## src/bcod_pkg.sv

```systemverilog
// package: encodings, widths and reset values for the branch/call operand decoder
package bcod_pkg;
	localparam int PC_W = 21;
	localparam int TP_W = 21;
	localparam int LAT_W = 8;
	localparam logic [3:0] OP_HI_BR = 4'hE;
	localparam logic [3:0] OP_BZ_SUB = 4'h0;
	localparam logic [6:0] OP_CALL_TOP = 7'h76;
	localparam logic [3:0] OP_CALL_W2 = 4'hF;
	localparam logic [PC_W-1:0] PC_RST = 21'h000000;
	localparam logic [PC_W-1:0] PC_STEP = 21'h000002;
	localparam logic [PC_W-1:0] CALL_RET_OFS = 21'h000004;
	localparam logic [TP_W-1:0] TP_RST = 21'h000000;
	localparam logic [7:0] BYTE_RST = 8'h00;
	localparam logic [3:0] BANK_RST = 4'h0;
	localparam logic [1:0] QCNT_RST = 2'h0;
	localparam logic [1:0] Q_LAST = 2'h3;
	localparam int ZERO_BIT = 2;
	localparam logic [7:0] ACCESS_SPLIT = 8'h60;

	typedef enum logic [1:0] {
		BCOD_TP_KEEP,
		BCOD_TP_POSTINC,
		BCOD_TP_POSTDEC,
		BCOD_TP_PREINC
	} bcod_tp_mode_t;

	// decoded operand fields of one instruction word
	typedef struct packed {
		logic access_bank;
		logic dest_file;
		logic fast_mode;
		logic [7:0] file_addr;
		logic [1:0] ptr_sel;
		logic [11:0] file_addr12;
		logic [6:0] offset7;
		logic [7:0] lit8;
		logic [11:0] lit12;
	} bcod_fields_t;

	typedef struct packed {
		logic valid;
		logic [15:0] word;
	} bcod_fetch_t;
endpackage : bcod_pkg

```

## src/bcod_field_dec.sv

```systemverilog
// operand field extraction for one instruction word, plus the 20-bit literal taken from two words
`timescale 1ns/1ps
module bcod_field_dec (
	input wire logic [15:0] word,
	input wire logic [15:0] word2,
	output bcod_pkg::bcod_fields_t fields,
	output logic [19:0] lit20
);
	import bcod_pkg::*;

	assign fields.access_bank = word[8];
	assign fields.dest_file = word[9];
	assign fields.fast_mode = word[8];
	assign fields.file_addr = word[7:0];
	assign fields.ptr_sel = word[1:0];
	assign fields.file_addr12 = word[11:0];
	assign fields.offset7 = word[6:0];
	assign fields.lit8 = word[7:0];
	assign fields.lit12 = word[11:0];
	assign lit20 = {word2[11:0], word[7:0]};
endmodule : bcod_field_dec

```

## src/bcod_core.sv

```systemverilog
// branch-if-zero, call and operand addressing logic of the core
// =====================================================================
// Overview of operation
// - E0 nn branches when zero flag set
// - target is branch address plus 2 plus 2n
// - one cycle, two when taken; flags kept
// - fast bit copies working/status/bank to shadows
// - access bit zero ignores bank select
// - destination bit picks working or file register
// - table pointer keep, post-inc, post-dec, pre-inc
// - table pointer 21 bits, latch 8 bits
// - short operand 8-bit address or 2-bit pointer
// - move operands are full 12-bit addresses
// - indexed moves add 7-bit offset to pointer
// - literals of 8, 12 or 20 bits
`timescale 1ns/1ps
module bcod_core #(
	parameter int STACK_DEPTH = 31
) (
	input wire logic sys_clk,
	input wire logic resetn,
	input bcod_pkg::bcod_fetch_t fetch,
	input wire logic [15:0] fetch_word2,
	input wire logic [7:0] status_in,
	input wire logic [7:0] working_in,
	input wire logic [3:0] bank_in,
	input wire logic [11:0] ptr_in,
	input wire logic tbl_req,
	input wire bcod_pkg::bcod_tp_mode_t tbl_mode,
	input wire logic [7:0] tbl_data_in,
	input wire logic [7:0] reg_addr,
	input wire logic [31:0] reg_wdata,
	input wire logic reg_wr,
	input wire logic reg_rd,
	output logic [31:0] reg_rdata,
	output logic [bcod_pkg::PC_W-1:0] pc,
	output logic [bcod_pkg::PC_W-1:0] stack_top,
	output logic idle_cycle,
	output logic [11:0] data_addr,
	output logic dest_is_file,
	output logic [7:0] working_shadow,
	output logic [7:0] status_shadow,
	output logic [3:0] bank_select_shadow,
	output logic [bcod_pkg::TP_W-1:0] table_pointer,
	output logic [7:0] table_latch,
	output logic [7:0] status_out
);
	import bcod_pkg::*;

	// =================================================================
	// register port map
	localparam logic [7:0] REG_PC = 8'h00;
	localparam logic [7:0] REG_TP = 8'h04;
	localparam logic [7:0] REG_TL = 8'h08;
	localparam logic [7:0] REG_ST = 8'h0C;

	// =================================================================
	// decode
	bcod_fields_t fields;
	logic [19:0] lit20;
	bcod_field_dec u_dec (
		.word(fetch.word),
		.word2(fetch_word2),
		.fields(fields),
		.lit20(lit20)
	);

	logic [1:0] q_r;
	logic busy_r;
	wire q_end = (q_r == Q_LAST);
	wire issue = q_end && fetch.valid && !busy_r;
	wire is_bz = (fetch.word[15:12] == OP_HI_BR) && (fetch.word[11:8] == OP_BZ_SUB);
	wire is_call = (fetch.word[15:9] == OP_CALL_TOP) && (fetch_word2[15:12] == OP_CALL_W2);
	wire zero_set = status_in[ZERO_BIT];
	wire bz_taken = issue && is_bz && zero_set;
	wire do_call = issue && is_call;
	wire [PC_W-1:0] n_ext = {{(PC_W-8){fields.lit8[7]}}, fields.lit8};
	wire [PC_W-1:0] bz_target = pc + PC_STEP + {n_ext[PC_W-2:0], 1'b0};
	wire [PC_W-1:0] call_target = {lit20, 1'b0};
	wire [PC_W-1:0] call_ret = pc + CALL_RET_OFS;

	// access ram below 0x60 maps to bank 0, the rest to the top bank
	wire [11:0] access_addr = (fields.file_addr < ACCESS_SPLIT) ?
		{4'h0, fields.file_addr} : {4'hF, fields.file_addr};
	wire [11:0] banked_addr = fields.access_bank ? {bank_in, fields.file_addr}
		: access_addr;
	wire [11:0] indexed_addr = ptr_in + {5'h00, fields.offset7};

	// =================================================================
	// quarter-cycle and program counter
	always_ff @(posedge sys_clk or negedge resetn) begin
		if (!resetn) begin
			q_r <= QCNT_RST;
		end else begin
			q_r <= q_r + 2'h1;
		end
	end

	// taken branch and call both add one idle instruction cycle
	always_ff @(posedge sys_clk or negedge resetn) begin
		if (!resetn) begin
			busy_r <= 1'b0;
			idle_cycle <= 1'b0;
		end else if (q_end) begin
			busy_r <= bz_taken || do_call;
			idle_cycle <= busy_r;
		end
	end

	logic [PC_W-1:0] pc_nxt;
	always_comb begin
		pc_nxt = pc;
		if (bz_taken) begin
			pc_nxt = bz_target;
		end else if (do_call) begin
			pc_nxt = call_target;
		end else if (issue) begin
			pc_nxt = pc + PC_STEP;
		end
	end

	logic [PC_W-1:0] stack_r [STACK_DEPTH];
	logic [4:0] sp_r;
	always_ff @(posedge sys_clk or negedge resetn) begin
		if (!resetn) begin
			pc <= PC_RST;
			stack_top <= PC_RST;
			sp_r <= 5'h00;
		end else begin
			pc <= pc_nxt;
			if (do_call) begin
				stack_top <= call_ret;
				stack_r[sp_r] <= stack_top;
				sp_r <= sp_r + 5'h01;
			end
		end
	end

	// =================================================================
	// shadows, addressing, status passthrough
	always_ff @(posedge sys_clk or negedge resetn) begin
		if (!resetn) begin
			working_shadow <= BYTE_RST;
			status_shadow <= BYTE_RST;
			bank_select_shadow <= BANK_RST;
		end else if (do_call && fields.fast_mode) begin
			working_shadow <= working_in;
			status_shadow <= status_in;
			bank_select_shadow <= bank_in;
		end
	end

	always_ff @(posedge sys_clk or negedge resetn) begin
		if (!resetn) begin
			data_addr <= 12'h000;
			dest_is_file <= 1'b0;
			status_out <= BYTE_RST;
		end else begin
			status_out <= status_in;
			if (issue) begin
				dest_is_file <= fields.dest_file;
				data_addr <= banked_addr;
			end else if (fetch.valid && q_end) begin
				data_addr <= fields.file_addr12;
			end else begin
				data_addr <= indexed_addr;
			end
		end
	end

	// =================================================================
	// table pointer and latch
	wire tp_wr = reg_wr && (reg_addr == REG_TP);
	wire tl_wr = reg_wr && (reg_addr == REG_TL);
	logic [TP_W-1:0] tp_nxt;
	always_comb begin
		tp_nxt = table_pointer;
		if (tbl_req) begin
			unique case (tbl_mode)
				BCOD_TP_KEEP: tp_nxt = table_pointer;
				BCOD_TP_POSTINC: tp_nxt = table_pointer + 21'h000001;
				BCOD_TP_POSTDEC: tp_nxt = table_pointer - 21'h000001;
				BCOD_TP_PREINC: tp_nxt = table_pointer + 21'h000001;
			endcase
		end
	end

	always_ff @(posedge sys_clk or negedge resetn) begin
		if (!resetn) begin
			table_pointer <= TP_RST;
			table_latch <= BYTE_RST;
		end else begin
			if (tp_wr) begin
				table_pointer <= reg_wdata[TP_W-1:0];
			end else begin
				table_pointer <= tp_nxt;
			end
			if (tbl_req) begin
				table_latch <= tbl_data_in;
			end else if (tl_wr) begin
				table_latch <= reg_wdata[LAT_W-1:0];
			end
		end
	end

	// =================================================================
	// register read port
	wire [31:0] rd_mux = (reg_addr == REG_PC) ? {11'h000, pc} :
		(reg_addr == REG_TP) ? {11'h000, table_pointer} :
		(reg_addr == REG_TL) ? {24'h000000, table_latch} :
		(reg_addr == REG_ST) ? {30'h00000000, idle_cycle, busy_r} : 32'h00000000;
	always_ff @(posedge sys_clk or negedge resetn) begin
		if (!resetn) begin
			reg_rdata <= 32'h00000000;
		end else if (reg_rd) begin
			reg_rdata <= rd_mux;
		end else begin
			reg_rdata <= 32'h00000000;
		end
	end

	// =================================================================
	// checks
	property p_bz_target;
		@(posedge sys_clk) disable iff (!resetn)
		bz_taken |=> (pc == $past(bz_target));
	endproperty
	a_bz_target: assert property (p_bz_target) else $error("branch target wrong");

	property p_bz_not;
		@(posedge sys_clk) disable iff (!resetn)
		(issue && is_bz && !zero_set) |=> (pc == $past(pc) + PC_STEP);
	endproperty
	a_bz_not: assert property (p_bz_not) else $error("untaken branch moved pc wrong");

	property p_bz_idle;
		@(posedge sys_clk) disable iff (!resetn)
		bz_taken |-> ##4 (!issue ##1 idle_cycle);
	endproperty
	a_bz_idle: assert property (p_bz_idle) else $error("no idle after taken branch");

	property p_call_push;
		@(posedge sys_clk) disable iff (!resetn)
		do_call |=> (stack_top == $past(pc) + CALL_RET_OFS);
	endproperty
	a_call_push: assert property (p_call_push) else $error("call return address wrong");

	property p_call_idle;
		@(posedge sys_clk) disable iff (!resetn)
		do_call |-> ##4 (!issue ##1 idle_cycle);
	endproperty
	a_call_idle: assert property (p_call_idle) else $error("call second cycle not idle");

	property p_shadow_keep;
		@(posedge sys_clk) disable iff (!resetn)
		!(do_call && fields.fast_mode) |=> $stable(working_shadow);
	endproperty
	a_shadow_keep: assert property (p_shadow_keep) else $error("shadow changed");

	property p_tp_inc;
		@(posedge sys_clk) disable iff (!resetn)
		(tbl_req && !tp_wr && tbl_mode == BCOD_TP_POSTINC) |=>
			(table_pointer == $past(table_pointer) + 21'h000001);
	endproperty
	a_tp_inc: assert property (p_tp_inc) else $error("table pointer not incremented");

	property p_rd_lat;
		@(posedge sys_clk) disable iff (!resetn)
		(reg_rd && reg_addr == REG_PC) |=> (reg_rdata[PC_W-1:0] == $past(pc));
	endproperty
	a_rd_lat: assert property (p_rd_lat) else $error("read data wrong");

	property p_access_addr;
		@(posedge sys_clk) disable iff (!resetn)
		(issue && !fields.access_bank) |=> (data_addr[7:0] == $past(fields.file_addr)) &&
			(data_addr[11:8] == 4'h0 || data_addr[11:8] == 4'hF);
	endproperty
	a_access_addr: assert property (p_access_addr) else $error("access address wrong");

	property p_bank_addr;
		@(posedge sys_clk) disable iff (!resetn)
		(issue && fields.access_bank) |=> (data_addr == {$past(bank_in), $past(fields.file_addr)});
	endproperty
	a_bank_addr: assert property (p_bank_addr) else $error("banked address wrong");

	property p_dest;
		@(posedge sys_clk) disable iff (!resetn)
		issue |=> (dest_is_file == $past(fields.dest_file));
	endproperty
	a_dest: assert property (p_dest) else $error("destination select wrong");

	property p_move_addr;
		@(posedge sys_clk) disable iff (!resetn)
		(q_end && fetch.valid && busy_r) |=> (data_addr == $past(fields.file_addr12));
	endproperty
	a_move_addr: assert property (p_move_addr) else $error("move address wrong");

	property p_idx_addr;
		@(posedge sys_clk) disable iff (!resetn)
		!q_end |=> (data_addr == $past(ptr_in) + {5'h00, $past(fields.offset7)});
	endproperty
	a_idx_addr: assert property (p_idx_addr) else $error("indexed address wrong");

	property p_tp_dec;
		@(posedge sys_clk) disable iff (!resetn)
		(tbl_req && !tp_wr && tbl_mode == BCOD_TP_POSTDEC) |=>
			(table_pointer == $past(table_pointer) - 21'h000001);
	endproperty
	a_tp_dec: assert property (p_tp_dec) else $error("table pointer not decremented");

	property p_tl_load;
		@(posedge sys_clk) disable iff (!resetn)
		tbl_req |=> (table_latch == $past(tbl_data_in));
	endproperty
	a_tl_load: assert property (p_tl_load) else $error("table latch not loaded");
endmodule : bcod_core

```

## config.mk

```make
export PLATFORM = sky130hd
export DESIGN_NAME = bcod_core
export DESIGN_NICKNAME = d
export VERILOG_FILES = /design/src/bcod_pkg.sv /design/src/bcod_field_dec.sv /design/src/bcod_core.sv
export SDC_FILE = /design/constraint.sdc
export NUM_CORES = 1
export LEC_CHECK = 0
export ABC_AREA = 1
export BUFFER_PORTS_ARGS = -buffer_cell sky130_fd_sc_hd__buf_2
export CORE_ASPECT_RATIO = 1.1
export CORE_MARGIN = 4
export CORE_UTILIZATION = 40
export DETAILED_ROUTE_END_ITERATION = 8
export SYNTH_ARGS = -nofsm -noshare
export SYNTH_HDL_FRONTEND = slang
export SYNTH_HIERARCHICAL = 1
export SYNTH_SLANG_ARGS = --single-unit
```

## constraint.sdc

```tcl
create_clock -name sys_clk -period 3.4 [get_ports sys_clk]
set_input_delay 0 -clock sys_clk [delete_from_list [all_inputs] [get_ports sys_clk]]
set_output_delay 0 -clock sys_clk [all_outputs]
set_load 0.02 [all_outputs]
```

# After elaboration in Yosys (flattened, before gate mapping)
# Cells that the tools add are included.
[word_totals]
latch_bits = 0
mem_bits_rw = 0
reg_bits = 148
word_cells = 70
mem_bits_ro = 0
n_memories = 0
[op_classes]
add_sub_neg = 7
reduce_logical = 20
div_mod_pow = 0
bitwise = 0
n_lt_le_gt_ge = 1
eq_ne = 11
n_shift = 0
mul = 0
n_mux = 17
[ops]
columns = ["cell", "n"]
rows = [
  ["2-to-1 mux 21 bit", 7],
  ["2-to-1 mux 12 bit", 4],
  ["case mux 21 bit (2 select lines)", 1],
  ["2-to-1 mux 32 bit", 1],
  ["2-to-1 mux 8 bit", 3],
  ["adder 21 x 1 -> 21 bit (second input constant)", 1],
  ["adder 21 x 2 -> 21 bit (second input constant)", 1],
  ["adder 21 bit", 1],
  ["adder 21 x 3 -> 21 bit (second input constant)", 1],
  ["subtractor 21 x 1 -> 21 bit (second input constant)", 1],
  ["equality test 8 x 4 -> 1 bit (second input constant)", 2],
  ["adder 12 x 7 -> 12 bit", 1],
  ["logical AND 1 bit", 10],
  ["equality test 4 bit (second input constant)", 2],
  ["equality test 8 x 3 -> 1 bit (second input constant)", 1],
  ["zero test 8 bit", 1],
  ["< comparator 8 x 7 -> 1 bit (second input constant)", 1],
  ["equality test 7 bit (second input constant)", 1],
  ["equality test 2 bit (second input constant)", 3],
  ["zero test 4 bit", 1],
  ["nonzero test 2 bit", 2],
  ["nonzero test 3 bit", 1],
  ["adder 2 x 1 -> 2 bit (second input constant)", 1],
  ["equality test 2 x 1 -> 1 bit (second input constant)", 1],
  ["7 further kinds", 7],
]

# Logic depth before layout (Yosys ltp)
[depth]
depth_word = 6
mapped_depth = 19

# Cells and area by module
# The synthesis kept the hierarchy.
[modules_own_cells]
columns = ["mod", "instances", "area_each_um2", "cells_each"]
rows = [
  ["bcod_core", 1, 9397.8, 1271],
  ["bcod_field_dec", 1, 540.5, 72],
]

# Worst setup path after synthesis
# OpenSTA, ideal clock, no wires.
[synth_timing]
kind = "reg2reg"
from = "register pc[2] (netlist bit)"
to = "register pc[20] (netlist bit)"
synth_period_minus_slack_ns = 2.592
stages_incl_launch_ff = 18
path_buffers = 0
setup_ns = 0.077
arrival_time_ns = 2.514
path_slack_ns = 0.808
required_ns = 3.323
cell_sequence = "dfrtp_1 > ha_1 > nand3_2 > nor2_1 > nand2_1 > o21ai_0 > nand2_1 > ha_1 > nand2_1 > inv_1 > nand3_1 > nor2_1 > nand3b_1 > nand3_1 > inv_1 > nand2_1 > nand3_1 > a21oi_1"
[synth_between]
elab_chain_len = 4
elab_cells_between_ends = 5
[synth_lines]
columns = ["element", "line_no", "rtl"]
rows = [
  ["start, declared", "bcod_core.sv:36", "output logic [bcod_pkg::PC_W-1:0] pc,"],
  ["start signal, assigned", "bcod_core.sv:130", "pc <= pc_nxt;"],
  ["adder 21 x 2 -> 21 bit *", "bcod_core.sv:78, bcod_core.sv:118", ""],
  ["parallel branches: the longest is 2 deep, another holds adder 21 bit", "n/a", ""],
  ["2-to-1 mux 21 bit *", "bcod_core.sv:113", "if (bz_taken) begin"],
]
# Mark *: on every way between the ends. The select of a mux whose other input is x is not followed.
# A chain may end at the register's enable or synchronous reset.

# Final worst setup path
# Ends and elaborated chain as after synthesis.

==> key figures <==
Yosys
  • Synth Instances: about 1,300
  • Ys Warns: 6
  • Avg Synthesized Cell Area: roughly 7.4 um^2
  • Mapped Area: 9830 um^2

CTS
  • Clock Latency Late Sink: about 430 ps
  • # Post-CTS Setup Buffers: 0
  • PostCTS Resize Cnt: 0
  • Clock sink count: around 140
  • CTS clk-pin slew, worst paths: 60 ps
  • CTS tree: yes
  • Clock tree root buffer cell: clkbuf_16
  • H-tree depth: 4
  • Cts bufs inserted: 17
  • Clock buffer depth: 2
  • CTS Hold Bufs: 83

Placed design
  • Dpl ws: 419 ps
  • Post-DP HPWL: ~25,000 um
  • Port Buffers: 240
  • Gpl congestion: just over 0.9

Setup path
  • WS Path Type: flip-flop to flip-flop
  • R2R depth: 17
  • Reg-to-reg endpoint: pc[20]
  • CP Max Fanout: 7
  • CP arrival: 3390 ps
  • Crit. Startpoint: pc[2]
  • R2r startpoint: pc[2]
  • FF-to-FF setup slack: around 360 ps
  • Startpoint Class: flip-flop
  • Req. time, crit path: approximately 3800 ps
  • CP endpoint kind: flip-flop

Hold path
  • Hold Crit Class: input pin to flip-flop
  • Hold Startpoint: fetch[11]
  • Worst Hold Path EP: data_addr[11]
  • Cell depth of the worst hold path: 3

Floorplanning
  • Die area: 27,200 um^2
  • Rows: 59
  • Vert. Die Dim: around 170 um
  • Core Box Area: 23,900 um^2
  • Initial Util: about two fifths
  • Die width: around 160 um
  • I/O pins: 265

Drt
  • DRC violations left: 0
  • WL final: around 33,000 um
  • Wirelength per Cell: approximately 17 um
  • First DRT Iteration DRCs: roughly 560
  • Via Count: around 9,800
  • Drt first pass iters: 5
  • Vias per cell: about 5.1
  • Post-route ant nets: 0

Timing
  • Slew HR: between 40% and 50%
  • Slew Limit Fails: 0
  • Max Freq: around 330 MHz
  • Setup TNS: 0 ps
  • RSZ-0062 raised after global routing: no
  • Clock Skews: 10.0 ps
  • Slew @ Worst Pin: 812 ps
  • Hold Violations, Final: 0
  • Fin worst setup slack: around 360 ps
  • Final Cycle Share: between 80% and 90%
  • Final setup vio count: 0
  • Worst hold slack: approximately 1.8 ps
  • Period minus WS final: a little over 3000 ps

Final layout
  • Multi-input logic area: approximately 5300 um^2
  • Most frequent cells in the layout: nand2_1 (335), buf_2 (239), dfrtp_1 (135)
  • Most common cell after layout, fill and taps aside: nand2_1
  • FF+latch area: 3380 um^2
  • Fill cells: roughly 2,400
  • Layout cell share with drive strength beyond 1: 19.8%
  • Area grow syn2layout: 25.3%
  • N_diodes: 0
  • Post-layout net count: 1,772

Status
  • Status: finished, final reports clean

Global routing
  • Initial antenna violation count: 0
  • Vias in the first global route: slightly below 10,000
  • Largest net degree at the start of global routing: 83
  • GRT Util Overall: 24.1%
  • GR Overflow Total: 0
  • Global-route wire length before repair: roughly 52,000 um

Power
  • Leak: ~6.5 nW
  • Peak VDD IR: between 0.0003 and 0.0004 V
  • Power per standard cell area: 579 nW/um^2

Job
  • Max_cap viols: 0
[critical path, stage by stage (launching register included)]
cell      delay (ps)
dfrtp_1          480
ha_1             250
nand3_2          120
nor2_1           180
nand2_1          190
o21ai_0          200
nand2_1          120
ha_1             400
nand2_1          130
inv_1             90
nand3_1          100
nor2_1           140
nand3b_1          90
nand3_1          120
inv_1             50
nand2_1           70
nand3_1           70
a21oi_1          150
[metal layers]
layer | vias up | part of all wire (%) | wire length [um] | GRT usage, %
met5 | - | 0 | 0 | 0
met4 | 0 | 2.0 | 663 | 7.15
met3 | 50 | 6.2 | 2010 | 4.91
met2 | 294 | 49 | 16000 | 42.9
met1 | 4566 | 43 | 13900 | 29.5
li1 | 4868 | - | - | -
[per-stage QoR]
stage	instance area [um^2]	power, mW	utilization [%]	cells
after global routing	12300	7.68	51.5	1914
after floorplan	9880	4.21	-	1341
after global placement	10900	5.15	45.6	1800
after CTS	12300	7.17	51.5	1914
after detailed placement	10900	5.16	45.6	1800
final	12300	7.13	51.5	1914
[where the power goes]
| group | leakage [nW] | switching [mW] | internal, mW |
|---|---|---|---|
| clock network | 0.278 | 0.768 | 1.14 |
| registers | 1.72 | 0.293 | 1.82 |
| logic | 4.49 | 1.99 | 1.12 |
| total | 6.49 | 3.05 | 4.08 |
[state kept, by name (all words and copies together), names as in the netlist]
name,flops
working_shadow,8
idle_cycle,1
data_addr,12
table_pointer,21
q_r,2
bank_select_shadow,4
status_out,8
reg_rdata,21
pc,20
busy_r,1
stack_top,20
table_latch,8
status_shadow,8
dest_is_file,1
[worst max path at each step]
stage / end / slack [ps] / depth (start not counted)
2_1_floorplan: pc[20] / 810 / 17
3_3_place_gp: pc[13] / 470 / 13
3_5_place_dp: pc[13] / 420 / 13
4_1_cts: pc[20] / 390 / 17
5_1_grt: pc[20] / 40 / 17
6_report: pc[20] / 360 / 17
[layout make-up]
| cell class | count | share of cell area (%) |
|---|---|---|
| multi-input cells | 976 | 43.2 |
| flip-flops and latches | 135 | 27.4 |
| repair buffers | 338 | 17.6 |
| inverters | 129 | 3.97 |
| clock buffers | 21 | 3.82 |
| well taps | 305 | 3.10 |
| clock inverters | 10 | 0.985 |
No activity file was read; power rests on OpenSTA's default activity.
